<file path="config.mk">
export PLATFORM = sky130hd
export DESIGN_NAME = eci_top
export DESIGN_NICKNAME = d
export VERILOG_FILES = /design/src/eci_pkg.sv /design/src/eci_top.sv
export SDC_FILE = /design/constraint.sdc
export NUM_CORES = 1
export LEC_CHECK = 0
export ABC_AREA = 1
export BUFFER_PORTS_ARGS = -buffer_cell sky130_fd_sc_hd__buf_2
export CAP_MARGIN = 0
export CORE_MARGIN = 2
export CORE_UTILIZATION = 40
export CTS_BUF_LIST = sky130_fd_sc_hd__clkbuf_4 sky130_fd_sc_hd__clkbuf_8
export DETAILED_ROUTE_END_ITERATION = 16
export GPL_ROUTABILITY_DRIVEN = 1
export PLACE_DENSITY = 0.74
export REMOVE_ABC_BUFFERS = 1
export SLEW_MARGIN = 5
export SYNTH_ARGS = -nofsm -noshare
export SYNTH_HDL_FRONTEND = slang
export SYNTH_SLANG_ARGS = --single-unit
export TNS_END_PERCENT = 100
</file>
<file path="constraint.sdc">
create_clock -name clock_i -period 1.8 [get_ports clock_i]
set_clock_uncertainty 0.05 [all_clocks]
set_input_delay 0.27 -clock clock_i [delete_from_list [all_inputs] [get_ports clock_i]]
set_output_delay 0.27 -clock clock_i [all_outputs]
set_load 0.01 [all_outputs]
</file>
<file path="src/eci_pkg.sv">
// package of constants and types for the external control i/o block
package eci_pkg;

    // ------------------------------------------------------------
    // timing
    // ------------------------------------------------------------
    localparam int unsigned CLK_HZ           = 25_000_000;
    localparam int unsigned TRIG_IN_MIN_NS   = 10_000;
    localparam int unsigned TRIGGER_OUTPUT_MIN_NS  = 2_000;
    // least times round up to whole cycles
    localparam int unsigned TRIG_IN_CYC  = (TRIG_IN_MIN_NS * (CLK_HZ / 1_000_000) + 999) / 1000;
    localparam int unsigned TRIGGER_OUTPUT_CYC = (TRIGGER_OUTPUT_MIN_NS * (CLK_HZ / 1_000_000) + 999) / 1000;
    localparam int unsigned CNT_W        = 9;

    // ------------------------------------------------------------
    // register map (32-bit words, byte addresses)
    // ------------------------------------------------------------
    localparam logic [3:0] ADDR_CTRL   = 4'h0;
    localparam logic [3:0] ADDR_STATUS = 4'h4;
    localparam logic [3:0] ADDR_IRQ_ST = 4'h8;
    localparam logic [3:0] ADDR_IRQ_MK = 4'hC;

    // control field positions
    localparam int unsigned CTRL_MAN_RANGE_LSB = 0;  // 2 bits
    localparam int unsigned CTRL_EXT_MODE_LSB  = 2;  // 2 bits
    localparam int unsigned CTRL_SEQ_PAUSE     = 4;  // write 1: pause sequence
    localparam int unsigned CTRL_SHORT         = 5;
    localparam int unsigned CTRL_DYN_SWITCH    = 6;  // write 1: pulse event
    localparam int unsigned CTRL_STEP_EXEC     = 7;  // write 1: pulse event
    localparam int unsigned CTRL_STEP_TRIG_EN  = 8;
    localparam logic [8:0]  CTRL_RESET         = 9'h000;

    // irq status / mask bit positions
    localparam int unsigned IRQ_ALARM  = 0;
    localparam int unsigned IRQ_RESUME = 1;
    localparam int unsigned IRQ_TRIG   = 2;
    localparam int unsigned IRQ_W      = 3;

    // ------------------------------------------------------------
    // enumerations
    // ------------------------------------------------------------
    typedef enum logic [1:0] {
        RANGE_HIGH = 2'h0,
        RANGE_MID  = 2'h1,
        RANGE_LOW  = 2'h2
    } eci_range_t;

    // external control setting: off or one of three enabling values
    typedef enum logic [1:0] {
        EXT_OFF  = 2'h0,
        EXT_V    = 2'h1,
        EXT_R    = 2'h2,
        EXT_RIV  = 2'h3
    } eci_ext_mode_t;

    // ------------------------------------------------------------
    // carriers
    // ------------------------------------------------------------
    typedef struct packed {
        logic range_sel_1;   // upper select pin
        logic range_sel_0;   // lower select pin
        logic trig_in;       // active high
        logic alarm_n;       // active low
    } eci_pins_in_t;

    typedef struct packed {
        logic range_stat_1;
        logic range_stat_0;
        logic short_relay;
        logic trigger_output;
    } eci_pins_out_t;

endpackage : eci_pkg

</file>
<file path="src/eci_top.sv">
// external control i/o: range select, range status, trigger, alarm, short relay
//
// Functional notes
// sel pins HH selects high, HL middle, LH low range.
// pin range selection honoured only while manual range is high.
// pin range selection needs external control setting V, R or Riv.
// status outputs off,off high; second on middle; first on low.
// valid trigger input pulse resumes a paused sequence.
// trigger input must stay high 10us; shorter pulses ignored.
// alarm input low means alarm active; high or open means inactive.
// active external alarm also raises the external alarm message.
// alarm from any instrument or parallel slave handled alike.
// short relay contact open, closed only while short function active.
// trigger output on dynamic switching and enabled sequence step execution.
// trigger output pulse is active high and at least 2us.
// all pin inputs pass two flip-flops before any logic reads them.
`timescale 1ns/1ps

module eci_top
    import eci_pkg::*;
(
    // clock and reset
    input  wire logic          clock_i,
    input  wire logic          nrst_i,
    // avalon-mm slave
    input  wire logic [3:0]    avs_address_i,
    input  wire logic          avs_read_i,
    input  wire logic          avs_write_i,
    input  wire logic [31:0]   avs_writedata_i,
    input  wire logic [3:0]    avs_byteenable_i,
    output logic [31:0]        avs_readdata_o,
    output logic               avs_waitrequest_o,
    // connector pins
    input  wire eci_pins_in_t  pins_i,
    output eci_pins_out_t      pins_o,
    // internal state towards the rest of the load
    output eci_range_t         active_range_o,
    output logic               seq_paused_o,
    output logic               alarm_active_o,
    output logic               external_alarm_message_o,
    // interrupt
    output logic               irq_o
);

    // ------------------------------------------------------------
    // pin synchronisers
    // ------------------------------------------------------------
    eci_pins_in_t sync_a;
    eci_pins_in_t sync_b;

    // two stages, only sync_b is read by logic
    always_ff @(posedge clock_i) begin
        if (!nrst_i) begin
            // idle levels: pulled-up selects and alarm, pulled-down trigger,
            // so no false trigger level is seen right after reset
            sync_a <= 4'hD;
            sync_b <= 4'hD;
        end else begin
            sync_a <= pins_i;
            sync_b <= sync_a;
        end
    end

    // ------------------------------------------------------------
    // bus slave
    // ------------------------------------------------------------
    logic [8:0]        ctrl;
    logic [IRQ_W-1:0]  irq_status;
    logic [IRQ_W-1:0]  irq_mask;
    logic [IRQ_W-1:0]  irq_events;
    logic              bus_ack;
    logic              wr_ctrl;
    logic              wr_irq_st;
    logic              wr_irq_mk;
    logic              pause_req;
    logic              dyn_pulse;
    logic              step_pulse;

    // one wait cycle: request taken at the edge where waitrequest is low
    always_ff @(posedge clock_i) begin
        if (!nrst_i) begin
            bus_ack <= 1'b0;
        end else begin
            bus_ack <= (avs_read_i || avs_write_i) && !bus_ack;
        end
    end

    assign avs_waitrequest_o = (avs_read_i || avs_write_i) && !bus_ack;

    assign wr_ctrl   = avs_write_i && bus_ack && avs_address_i == ADDR_CTRL && avs_byteenable_i[0];
    assign wr_irq_st = avs_write_i && bus_ack && avs_address_i == ADDR_IRQ_ST && avs_byteenable_i[0];
    assign wr_irq_mk = avs_write_i && bus_ack && avs_address_i == ADDR_IRQ_MK && avs_byteenable_i[0];

    // control register; command bits are self clearing and not stored
    always_ff @(posedge clock_i) begin
        if (!nrst_i) begin
            ctrl <= CTRL_RESET;
        end else if (wr_ctrl) begin
            ctrl <= avs_writedata_i[8:0];
            ctrl[CTRL_SEQ_PAUSE]  <= 1'b0;
            ctrl[CTRL_DYN_SWITCH] <= 1'b0;
            ctrl[CTRL_STEP_EXEC]  <= 1'b0;
            if (avs_byteenable_i[1] == 1'b0) begin
                ctrl[8] <= ctrl[8];
            end
        end
    end

    assign pause_req  = wr_ctrl && avs_writedata_i[CTRL_SEQ_PAUSE];
    assign dyn_pulse  = wr_ctrl && avs_writedata_i[CTRL_DYN_SWITCH];
    assign step_pulse = wr_ctrl && avs_writedata_i[CTRL_STEP_EXEC];

    // read data is registered; unmapped addresses read zero
    always_ff @(posedge clock_i) begin
        if (!nrst_i) begin
            avs_readdata_o <= 32'h0000_0000;
        end else if (avs_read_i && !bus_ack) begin
            unique case (avs_address_i)
                ADDR_CTRL:   avs_readdata_o <= {23'h000000, ctrl};
                ADDR_STATUS: avs_readdata_o <= {24'h000000, sync_b, seq_paused_o, alarm_active_o,
                                                active_range_o};
                ADDR_IRQ_ST: avs_readdata_o <= {29'h00000000, irq_status};
                ADDR_IRQ_MK: avs_readdata_o <= {29'h00000000, irq_mask};
                default:     avs_readdata_o <= 32'h0000_0000;
            endcase
        end
    end

    // ------------------------------------------------------------
    // range selection and status
    // ------------------------------------------------------------
    eci_range_t    man_range;
    eci_ext_mode_t ext_mode;
    eci_range_t    next_range;

    assign man_range = eci_range_t'(ctrl[CTRL_MAN_RANGE_LSB +: 2]);
    assign ext_mode  = eci_ext_mode_t'(ctrl[CTRL_EXT_MODE_LSB +: 2]);

    // decode of the two select pins
    function automatic eci_range_t pin_range(input logic hi, input logic lo);
        if (hi && lo) begin
            pin_range = RANGE_HIGH;
        end else if (hi) begin
            pin_range = RANGE_MID;
        end else if (lo) begin
            pin_range = RANGE_LOW;
        end else begin
            pin_range = RANGE_HIGH;   // both low is undefined; keep the widest range
        end
    endfunction

    always_comb begin
        next_range = man_range;
        // pins only act with external control on and manual range high
        if (ext_mode != EXT_OFF && man_range == RANGE_HIGH) begin
            next_range = pin_range(sync_b.range_sel_1, sync_b.range_sel_0);
        end
    end

    always_ff @(posedge clock_i) begin
        if (!nrst_i) begin
            active_range_o <= RANGE_HIGH;
        end else begin
            active_range_o <= next_range;
        end
    end

    // status pins: first on for low, second on for middle
    always_ff @(posedge clock_i) begin
        if (!nrst_i) begin
            pins_o.range_stat_1 <= 1'b0;
            pins_o.range_stat_0 <= 1'b0;
        end else begin
            pins_o.range_stat_1 <= (next_range == RANGE_LOW);
            pins_o.range_stat_0 <= (next_range == RANGE_MID);
        end
    end

    // ------------------------------------------------------------
    // trigger input: width qualification and sequence resume
    // ------------------------------------------------------------
    logic [CNT_W-1:0] trig_in_cnt;
    logic             trig_valid;

    // pulse counts only once it has been high the full minimum width
    always_ff @(posedge clock_i) begin
        if (!nrst_i) begin
            trig_in_cnt <= '0;
        end else if (!sync_b.trig_in) begin
            trig_in_cnt <= '0;
        end else if (trig_in_cnt != CNT_W'(TRIG_IN_CYC)) begin
            trig_in_cnt <= trig_in_cnt + 1'b1;
        end
    end

    // one pulse per qualified high level, at the cycle the width is reached
    assign trig_valid = sync_b.trig_in && trig_in_cnt == CNT_W'(TRIG_IN_CYC - 1);

    // pause set by software, cleared by a valid trigger; resume wins
    always_ff @(posedge clock_i) begin
        if (!nrst_i) begin
            seq_paused_o <= 1'b0;
        end else if (trig_valid && seq_paused_o) begin
            seq_paused_o <= 1'b0;
        end else if (pause_req) begin
            seq_paused_o <= 1'b1;
        end
    end

    // ------------------------------------------------------------
    // external alarm
    // ------------------------------------------------------------
    logic alarm_q;

    // low level is active, any source alike
    always_ff @(posedge clock_i) begin
        if (!nrst_i) begin
            alarm_active_o           <= 1'b0;
            external_alarm_message_o <= 1'b0;
            alarm_q                  <= 1'b0;
        end else begin
            alarm_active_o           <= !sync_b.alarm_n;
            external_alarm_message_o <= !sync_b.alarm_n;
            alarm_q                  <= alarm_active_o;
        end
    end

    // ------------------------------------------------------------
    // short relay and trigger output
    // ------------------------------------------------------------
    logic [CNT_W-1:0] trigger_output_cnt;
    logic             trig_fire;

    // relay closed only while the short function is on
    always_ff @(posedge clock_i) begin
        if (!nrst_i) begin
            pins_o.short_relay <= 1'b0;
        end else begin
            pins_o.short_relay <= ctrl[CTRL_SHORT];
        end
    end

    assign trig_fire = dyn_pulse || (step_pulse && avs_writedata_i[CTRL_STEP_TRIG_EN]);

    // a new event restarts the width, so back to back events merge
    always_ff @(posedge clock_i) begin
        if (!nrst_i) begin
            trigger_output_cnt <= '0;
        end else if (trig_fire) begin
            trigger_output_cnt <= CNT_W'(TRIGGER_OUTPUT_CYC);
        end else if (trigger_output_cnt != '0) begin
            trigger_output_cnt <= trigger_output_cnt - 1'b1;
        end
    end

    always_ff @(posedge clock_i) begin
        if (!nrst_i) begin
            pins_o.trigger_output <= 1'b0;
        end else begin
            pins_o.trigger_output <= trig_fire || trigger_output_cnt > CNT_W'(1);
        end
    end

    // ------------------------------------------------------------
    // interrupts
    // ------------------------------------------------------------
    assign irq_events[IRQ_ALARM]  = alarm_active_o && !alarm_q;
    assign irq_events[IRQ_RESUME] = trig_valid && seq_paused_o;
    assign irq_events[IRQ_TRIG]   = trig_fire;

    // an event in the clearing cycle wins over the clear
    always_ff @(posedge clock_i) begin
        if (!nrst_i) begin
            irq_status <= '0;
        end else begin
            irq_status <= (irq_status & ~(wr_irq_st ? avs_writedata_i[IRQ_W-1:0] : '0)) | irq_events;
        end
    end

    always_ff @(posedge clock_i) begin
        if (!nrst_i) begin
            irq_mask <= '0;
        end else if (wr_irq_mk) begin
            irq_mask <= avs_writedata_i[IRQ_W-1:0];
        end
    end

    assign irq_o = |(irq_status & irq_mask);

endmodule // eci_top

</file>
# Yosys cells after proc, flatten, opt, wreduce, memory -nomap -nowiden
# Index checks and enable logic that the tools add are counted.
# totals
memories,0
wordCells,82
inputBits,48
ff_bits,80
romBits,0
mem_bits_rw,0
output_inout_bits,43
latch_bits,0
# op_classes
n_shift,0
order_cmp,1
n_addsub,2
mul,0
n_eq_ne,7
n_reduce_logical,34
mux,8
n_bitwise,5
div_mod_pow,0
# ops
operator,count
9-bit case mux with 4 select lines,1
1-bit logical AND,18
6-bit two-way mux,2
9-bit by 1-bit adder with 9-bit output (second input constant),1
9-bit by 8-bit equality test with 1-bit output (second input constant),1
9-bit by 1-bit > comparator with 1-bit output (second input constant),1
9-bit by 8-bit inequality test with 1-bit output (second input constant),1
9-bit nonzero test,1
9-bit by 1-bit subtractor with 9-bit output (second input constant),1
4-bit equality test (second input constant),2
2-bit two-way mux,4
3-bit AND,2
4-bit by 3-bit equality test with 1-bit output (second input constant),1
4-bit zero test,1
2-bit AND reduction,2
2-bit nonzero test,2
2-bit OR reduction,2
1-bit zero test,3
1-bit logical OR,3
3-bit two-way mux,1
3-bit NOT,1
3-bit OR,1
3-bit OR reduction,1
2-bit by 1-bit equality test with 1-bit output (second input constant),1
other kinds (3),3

# Depth between registers and ports, before layout
# Gate-level depths: netlist (run 1).
# depth
word_depth,7
depth_mapped,9
ltp_nobuf,9

# Worst setup path before layout (run 1)
# OpenSTA, ideal clock, no wires.
# synth_timing
path_type,register to register
startpoint,register trigger_output_cnt[0]
endpoint,register trigger_output_cnt[1]
path_stages_with_launch,10
synth_period_minus_slack_ns,1.358
setup_slack_ns,0.442
arrival_ns,1.182
setup_time_ns,0.126
n_path_buf,0
required_ns,1.624
cell_sequence,dfxtp_1 inv_1 ha_1 nand2_2 nor2_4 nand2_4 clkinv_2 nor2_1 nor2_2 nor2_2
# synth_between
elab_chain_len,3
elab_cells_between_ends,5
classes_between,1 x add/sub; 2 x mux; 2 x reduce/logical
# synth_rtl
item,line_no,text
"start, declared",eci_top.sv:231,logic [CNT_W-1:0] trigger_output_cnt;
"start signal, assigned",eci_top.sv:250,trigger_output_cnt <= CNT_W'(TRIGGER_OUTPUT_CYC);
"start signal, assigned",eci_top.sv:252,trigger_output_cnt <= trigger_output_cnt - 1'b1;
9-bit by 1-bit subtractor with 9-bit output,eci_top.sv:252,
6-bit two-way mux,eci_top.sv:251,end else if (trigger_output_cnt != '0) begin
6-bit two-way mux,eci_top.sv:249,end else if (trig_fire) begin
# Several ways; a longest one is shown, not always the timed one. The select of a mux whose other input is x is not followed.
# A chain may end at the register's enable or synchronous reset.

# Worst setup path in the final report (run 1)
# Ends and elaborated chain as after synthesis.

==> results.yml, run 1 <==
status:
  status: "finished, final reports clean"
clock_tree:
  ctsResizeCount: 0
  cts_root_buf: "clkbuf_8"
  ctsLongestPathBuffers: 2
  cts_tree: "yes"
  htree_levels: 3
  postCtsSetupRepairBufs: 0
  numCtsBuffers: 9
  cts_hold_buf: 0
  clk_pin_slew_ps: 60
  clk_latency_ps: 340
  cts_sinks: 57
synthesis:
  synthTopCellsByCount: "nand2_1, dfxtp_1, nor2_1"
  yosysTopAreaCell: "dfxtp_1"
  synth_top_area_share_pct: 43.08
  syn_inst: 347
  yosysWarnings: 0
  seq_area_frac_synth_pct: 43.08
  yosysMostFrequentCell: "nand2_1"
  synth_area_leaders: "dfxtp_1, nand2_1, buf_4"
  syn_avg_cell_area_um2: 7.633
  synth_cell_types: 33
  ys.flop_type: "dfxtp_1"
  ys_seq_elements: 57
  ys_async_sr_fraction_pct: 0
  synth-edff-count: 0
  synth_area_um2: 2649
detailed_routing:
  routed_wl_um: 5319
  avgRoutedWirePerCell_um: 11.13
  drt_pass1_iterations: 4
  ant_nets: 0
  num_vias: 2228
  avgViaCountPerCell: 4.661
  drt-initial-drc-count: 114
  drc_errors: 0
final_layout:
  instances_no_fill: 478
  layout.nets: 449
  diodes: 0
  nFillCells: 642
  design_area_um2: 3034
  syn_to_final_growth_pct: 14.55
  multi_input_area_um2: 1246
  ff_latch_area_um2: 1141
  drive_above_1_share_pct: 23.19
hold_path:
  worstHoldStart: "pins_i[0]"
  holdPathStages: 2
  hold_end: "sync_a[0]"
  holdCritPathClass: "in -> reg"
pwr:
  power.total_mw: 3.229
  ir_drop_mv: 0.6108
  clock_power_share_pct: 33.9
  p_leak_nw: 1.429
  power_density_nw_per_um2: 1064
  seq_power_share_pct: 43.8
  combPwrFrac_pct: 22.4
  internal_power_mw: 2.216
  swShare_pct: 31.36
  switching_power_mw: 1.013
die:
  io_pins: 91
  dieArea_um2: 7289
  core_um2: 6386
  start_util_pct: 41.48
  die_h_um: 85.38
  die_x_um: 85.38
  rows: 29
sta:
  rsz0062_at_grt: "no"
  whs_ps: 69.13
  maxClockFrequency_mhz: 640.7
  finalCritPeriodShare_pct: 86.71
  hold_viol: 0
  finalSetupViolCount: 0
  fin_setup_tns_ps: 0
  min_period_ps: 1561
  final-max-slew-violation-count: 0
placement:
  place_inst: 462
  placed_cell_area_um2: 2853
  dp_hpwl_um: 3908
  gp_congestion: 0.8237
  port_buffers: 42
global_route:
  grt_usage_pct: 15.54
  grt_pass1_wl_um: 8832
  antenna_found_initial: 0
  gr-total-overflow: 0
  grt_pass1_vias: 1965
  grt_max_degree: 16
worst_setup_path:
  cp-start-kind: "register"
  critPathMaxStageDelay_ps: 340
  crit_path_end_kind: "register"
  rr_startpoint: "trigger_output_cnt[0]"
  cp.required_ps: 1970
  startpoint: "trigger_output_cnt[0]"
  path_cells: "inv_1 > ha_1 > nand2_2 > nor2_4 > nand2_4 > clkinv_2 > nor2_1 > nor2_2 > nor2_2"
  critPathArrivalTime_ps: 1740
  reg2reg_to: "trigger_output_cnt[1]"
  critPathMaxFanout: 7
  cp_slowest_cell: "dfxtp_1"
  critical_path.most_common_cell: "nor2_2"
  reg2reg_depth: 9
  critPathKind: "reg -> reg"
  rrSetupSlack_ps: 240
flow_run:
  cap_violations: 0
[state kept, by name (all words and copies together) (netlist names), 2 cells and up]
signal              cells
irq_status              3
sync_b                  4
sync_a                  4
pins_o                  4
trigger_output_cnt      9
avs_readdata_o          9
trig_in_cnt             9
active_range_o          2
ctrl                    6
irq_mask                3
[power by group through the flow]
stage	sequential, mW	clock (mW)	combinational, mW
5_1_grt	1.42	1.17	0.817
4_1_cts	1.41	1.13	0.724
3_5_place_dp	1.44	0	0.719
2_1_floorplan	1.44	0	0.545
3_3_place_gp	1.44	0	0.699
6_report	1.41	1.09	0.722
[stage by stage]
step / utilization, % / setup slack (ps)
floorplan: - / 436.1
global placement: 44.67 / 309.3
finish: 47.51 / 239.2
CTS: 47.51 / 233.2
global route: 47.51 / 112.6
detailed placement: 44.67 / 238.5
[layer usage]
layer  part of all wire, %  wire (um)  up-vias  track usage, %
li1                      -          -     1160               -
met5                     0          0        -               0
met1                    47       2490      995           18.81
met2                    44       2333       62           23.86
met4                   2.7        145        0           8.514
met3                   6.6        349       11           5.739
[cell usage in the layout (no fill, tap or decap), drive strengths merged]
cell and instances:
a21oi 28, a31oi 2, buf 46, clkbuf 13, clkinv 4, conb 23, dfxtp 57, ha 5
inv 33, nand2 73, nand3 23, nand4 3, nor2 48, nor3 7, o211ai 1, o21ai 26
or2 6, xnor2 2, xor2 1
[cell type report]
cell class / instances / area share (%)
Multi-Input combinational cell: 248 / 41.07
Timing Repair Buffer: 46 / 7.918
Clock buffer: 13 / 5.485
Clock inverter: 3 / 0.4948
Inverter: 34 / 4.247
Sequential cell: 57 / 37.61
Tap cell: 77 / 3.175
[kinds of logic after synthesis]
group           share of synthesized area, %
simple gates                           28.77
buf+inv                                12.99
compound gates                         11.67
flops                                  43.08
fa+ha+maj                              2.362
xor+xnor                              0.9922
other cells                           0.1416
[critical path, delay by kind of cell (launching register included)]
family,cells,cell delay [ps]
buffers and inverters,2,250
and+or+nand+nor,6,520
adders and majority gates,1,280
DFF,1,340
[worst max-delay path by stage]
stage / depth (start not counted) / endpoint
2_1_floorplan: 9 / trigger_output_cnt[1]
3_3_place_gp: 9 / trigger_output_cnt[1]
3_5_place_dp: 9 / trigger_output_cnt[1]
4_1_cts: 9 / trigger_output_cnt[1]
5_1_grt: 9 / trigger_output_cnt[1]
6_report: 9 / trigger_output_cnt[1]
Note: power is estimated with default switching activity, not from simulation.
==> inputs of run 2 (changes only) <==
Settings changed: ABC_AREA 1 to unset, ABC_CLOCK_PERIOD_IN_PS set to 1500.
Clock period 1.8 ns to 1.5 ns, I/O delays scaled along.
==> run 2 against run 1 <==
Net effect: power grew 43%; synthesized cell count is 15% lower; clock power is 22% higher; the run now ends with setup timing left; worst hold slack got worse by 54 ps; sequential power rose by 27%; critical path type unchanged; register-to-register slack worse by 420 ps; wire length increased by 18%; sequential share of layout area fell by 3.6 points; non-clock buffer count up 34; critical path depth fell by 6; cell area increased by 12%; global-route usage up 1.8 points.
==> results.yml, run 2 <==
global_route:
  grt_pass1_vias: 2150
  grt_pass1_wl_um: 9991
  grt_max_degree: 19
  grt_usage_pct: 17.37
  antenna_found_initial: 0
  gr-total-overflow: 0
final_layout:
  layout.cells.most_common: "dfxtp_1"
  syn_to_final_growth_pct: 24.66
  reg.largest.list: "avs_readdata_o (9), trig_in_cnt (9), trigger_output_cnt (9)"
  design_area_um2: 3403
  drive_above_1_share_pct: 32.53
  layout.nets: 423
  diodes: 0
  final_cell_mix: "dfxtp_1, buf_2, buf_4"
clock_tree:
  ctsLongestPathBuffers: 2
  numCtsBuffers: 9
  cts_sinks: 57
  htree_levels: 3
  cts_hold_buf: 0
  clk_latency_ps: 350
  cts_tree: "yes"
  clk_pin_slew_ps: 70
  cts_root_buf: "clkbuf_8"
worst_setup_path:
  critPathArrivalTime_ps: 1860
  crit_path_end_kind: "register"
  critPathMaxFanout: 4
  path_buf_inv: 0
  critPathKind: "reg -> reg"
  cp_slowest_cell: "or4_4"
  cp-start-kind: "register"
  critPathMaxStageDelay_ps: 530
  path_cells: "or4_4 > or3_1 > o41a_1"
  critPathTopFamily: "simple AND/OR/NAND/NOR gates"
  cp.required_ps: 1690
synthesis:
  seq_area_frac_synth_pct: 41.80
  syn_inst: 294
  syn_avg_cell_area_um2: 9.286
  yosysMostFrequentCell: "dfxtp_1"
  ys.flop_type: "dfxtp_1"
  synth-edff-count: 0
  ys_seq_elements: 57
  synth_area_leaders: "dfxtp_1, buf_4, nand3_1"
  synth_cell_types: 54
  synth_top_area_share_pct: 41.80
  yosysTopAreaCell: "dfxtp_1"
  yosysWarnings: 0
  synthTopCellsByCount: "dfxtp_1, buf_4, nand2_1"
  ys_async_sr_fraction_pct: 0
  synth_area_um2: 2730
detailed_routing:
  avgRoutedWirePerCell_um: 13.75
  drc_errors: 0
  num_vias: 2365
  drt-initial-drc-count: 157
  drt_pass1_iterations: 4
  ant_nets: 0
  avgViaCountPerCell: 5.198
  routed_wl_um: 6256
pwr:
  p_leak_nw: 1.431
  clock_power_share_pct: 28.7
  switching_power_mw: 1.422
  swShare_pct: 30.77
  seq_power_share_pct: 38.8
  internal_power_mw: 3.199
  ir_drop_mv: 0.5401
  power_density_nw_per_um2: 1358
  combPwrFrac_pct: 32.5
placement:
  pre_cts_ws_ps: -233.2
  port_buffers: 42
  gp_congestion: 0.8073
  placed_cell_area_um2: 3074
  dp_hpwl_um: 4249
sta:
  maxClockFrequency_mhz: 596.0
  min_period_ps: 1678
  finalCritPeriodShare_pct: 111.9
  hold_viol: 0
  rsz0062_at_grt: "yes"
  finalWorstSetupSlack_ps: -177.8
  finalSetupViolCount: 6
  final-max-slew-violation-count: 0
die:
  core_um2: 6681
  die_x_um: 86.62
  start_util_pct: 40.86
  rows: 30
  die_h_um: 86.62
  io_pins: 91
  dieArea_um2: 7502
flow_run:
  cap_violations: 0
hold_path:
  holdCritPathClass: "in -> reg"
status:
  status: "complete, but fails checks"
  violations: "setup timing"
## run 2: cell count changes after synthesis, moves of 12 or more
| cell | before | now |
|---|---|---|
| nand2_1 | 66 | 21 |
| nor2_1 | 39 | 8 |
| inv_1 | 30 | 9 |
| a21oi_1 | 27 | 11 |
| o21ai_0 | 20 | 6 |
| a21boi_1 | 0 | 12 |
| nand2b_1 | 0 | 12 |
## run 2: path summary, 6_finish.rpt
kind,start,to,slack [ps],depth (start not counted)
min reg2reg,sync_a[0],sync_b[0],360,1
max reg2reg,trigger_output_cnt[4],pins_o[0],-180,3
min,pins_i[0],sync_a[0],20,2
max,trigger_output_cnt[4],pins_o[0],-180,3
## run 2: cells by family (layout without fill, tap and decap cells)
kind of cell | Yosys count | in the layout | synth area share [%]
xor gates and xnor gates | 2 | 2 | 0.6417
DFF | 57 | 57 | 41.80
other | 1 | 23 | 0.1374
muxes | 9 | 9 | 4.766
AOI/OAI and AO/OA | 63 | 63 | 16.13
adders and majority gates | 5 | 5 | 2.291
buffers and inverters | 46 | 105 | 11.00
and+or+nand+nor | 111 | 111 | 23.24
## run 2: metrics by stage
stage	utilization (%)	hold slack (ps)	total power, mW	instances	setup TNS [ps]
2_1_floorplan	-	248.0	2.390	279	-787.6
3_3_place_gp	46.01	339.3	2.860	430	-1794
3_5_place_dp	46.01	349.9	2.882	430	-2293
4_1_cts	50.06	3.573	4.452	451	-710.5
5_1_grt	50.94	10.36	4.879	455	-1311
6_report	50.94	15.02	4.621	455	-723.9
## run 2: power groups by stage
stage | logic (mW) | registers [mW] | clock network (mW)
2_1_floorplan | 0.611 | 1.78 | 0
6_report | 1.50 | 1.79 | 1.33
3_3_place_gp | 1.09 | 1.77 | 0
3_5_place_dp | 1.11 | 1.78 | 0
5_1_grt | 1.66 | 1.81 | 1.41
4_1_cts | 1.34 | 1.76 | 1.35
## run 2: worst reg2reg max path, cell delays in order (launching register included)
cell     delay (ps)
dfxtp_2         340
or4_4           530
or3_1           330
o41a_1          320
## run 2: timing repair
item	CTS	global route
resized for setup	17	9
setup buffers	5	4
endpoints found under the setup margin	11	12
hold endpoints to repair	0	0
pin swaps	7	6
## run 2: routing by layer
| layer | vias up | part of all wire, % | global-route usage (%) |
|---|---|---|---|
| met4 | 0 | 2.7 | 8.381 |
| met2 | 55 | 49 | 26.71 |
| met3 | 16 | 4.6 | 6.286 |
| li1 | 1163 | - | - |
| met5 | - | 0 | 0 |
| met1 | 1131 | 44 | 21.59 |
## run 2: final cells by class
cell class,instances,area (um2)
fillers,615,3278
multi-input cells,213,1431
flip-flops and latches,57,1156
repair buffers,80,495.5
clock buffers,13,166.4
well taps,80,100.1
inverters,9,38.79
clock inverters,3,15.01
==> inputs of run 3 (changes only) <==
Settings changed: CELL_PAD_IN_SITES_DETAIL_PLACEMENT set to 0, CELL_PAD_IN_SITES_GLOBAL_PLACEMENT set to 1, CORE_UTILIZATION 40 to 38, PLACE_DENSITY 0.74 to 0.89.
==> run 3 against run 2 <==
Net effect: non-clock buffer count decreased by 3; final cell count increased by 2.4%; the flow still finishes with violations (setup timing); critical path type unchanged; clock power decreased by 4%; sequential share of layout area decreased by 0.21 points.
==> results.yml, run 3 (synthesis results as in run 2) <==
status:
  status: "complete, but fails checks"
  violations: "setup timing"
die:
  io_pins: 91
  core_um2: 6869
  dieArea_um2: 7878
  start_util_pct: 39.74
  rows: 30
  die_h_um: 88.76
  die_x_um: 88.76
global_route:
  grt_max_degree: 27
  grt_usage_pct: 16.26
  gr-total-overflow: 0
  grt_pass1_vias: 2161
  antenna_found_initial: 0
  grt_pass1_wl_um: 9936
worst_setup_path:
  cp_slowest_cell: "or4_4"
  cp.required_ps: 1660
  critPathMaxFanout: 2
  critPathMaxStageDelay_ps: 530
  path_cells: "or4_4 > or3_1 > o41a_1"
  cp-start-kind: "register"
  critPathArrivalTime_ps: 1820
  critPathKind: "reg -> reg"
  crit_path_end_kind: "register"
sta:
  whs_ps: 29.60
  final-max-slew-violation-count: 0
  rsz0062_at_grt: "yes"
  finalWorstSetupSlack_ps: -161.6
  finalSetupViolCount: 6
  hold_viol: 0
  min_period_ps: 1662
  finalCritPeriodShare_pct: 110.8
  fin_setup_tns_ps: -620.3
  maxClockFrequency_mhz: 601.8
flow_run:
  cap_violations: 0
detailed_routing:
  drc_errors: 0
  avgViaCountPerCell: 5.041
  routed_wl_um: 6149
  num_vias: 2349
  drt_pass1_iterations: 4
  ant_nets: 0
  avgRoutedWirePerCell_um: 13.20
  drt-initial-drc-count: 84
final_layout:
  drive_above_1_share_pct: 31.08
  layout.nets: 420
  final_cell_mix: "dfxtp_1, buf_2, buf_4"
  syn_to_final_growth_pct: 24.75
  design_area_um2: 3406
  diodes: 0
  layout.cells.most_common: "dfxtp_1"
  reg.largest.list: "avs_readdata_o (9), trig_in_cnt (9), trigger_output_cnt (9)"
clock_tree:
  clk_pin_slew_ps: 60
  cts_sinks: 57
  cts_root_buf: "clkbuf_8"
  numCtsBuffers: 9
  htree_levels: 3
  cts_hold_buf: 0
  ctsLongestPathBuffers: 2
  cts_tree: "yes"
  clk_latency_ps: 330
placement:
  pre_cts_ws_ps: -206.0
  placed_cell_area_um2: 3137
  gp_congestion: 0.7941
  dp_hpwl_um: 4461
  port_buffers: 42
pwr:
  power_density_nw_per_um2: 1342
  ir_drop_mv: 0.5870
  p_leak_nw: 1.412
  power.total_mw: 4.572
hold_path:
  holdCritPathClass: "in -> reg"
[run 3: cell count changes in the layout (fill, tap and decap cells not counted), moves of 2 or more]
| cell | change |
|---|---|
| buf_4 | -6 |
| buf_6 | +2 |
| clkinv_2 | -3 |
| dfxtp_1 | +3 |
| dfxtp_2 | -2 |
| nor3_1 | -2 |
| o21ai_0 | -2 |
| o21ai_1 | +2 |
[run 3: final timing paths]
path         slack, ps  depth (start not counted)             startpoint   endpoint
max               -160                          3  trigger_output_cnt[4]  pins_o[0]
min reg2reg        350                          1              sync_a[0]  sync_b[0]
max reg2reg       -160                          3  trigger_output_cnt[4]  pins_o[0]
min                 30                          2              pins_i[2]  sync_a[2]
[run 3: power by group]
group	total, mW	switching (mW)	internal (mW)
logic	1.53	0.705	0.830
registers	1.76	0.105	1.65
clock network	1.28	0.550	0.728
[run 3: per-stage QoR]
step                util, %  std cells
floorplan                 -        279
global placement      45.66        450
detailed placement    45.66        450
CTS                   48.93        465
global route          49.58        466
finish                49.58        466
[run 3: layout make-up]
type,instances,area (um2)
sequential,57,1150
multi-input combinational,213,1433
timing repair buffer,77,493.0
tap,96,120.1
inverter,9,36.28
fill,644,3463
clock buffer,14,173.9
[run 3: per-layer routing]
metal  up-vias  share of wire (%)  track usage (%)  wire length, um
li1       1149                  -                -                -
met1      1131                 47            21.30             2879
met2        56                 48            25.44             2929
met3        13                3.5            3.451              218
met4         0                2.0            7.851              122
met5         -                  0                0                0
[run 3: repair_timing]
item,CTS,global route
buffers inserted,1,1
gates resized for setup,14,12
setup endpoints to repair,11,13
pin swaps,5,6
[run 3: worst max-delay path: cells and delay by family, from the launching register on]
kind             cells  cell delay [ps]
AND/OR/NAND/NOR      2              850
flip-flops           1              320
AO/OA/AOI/OAI        1              330
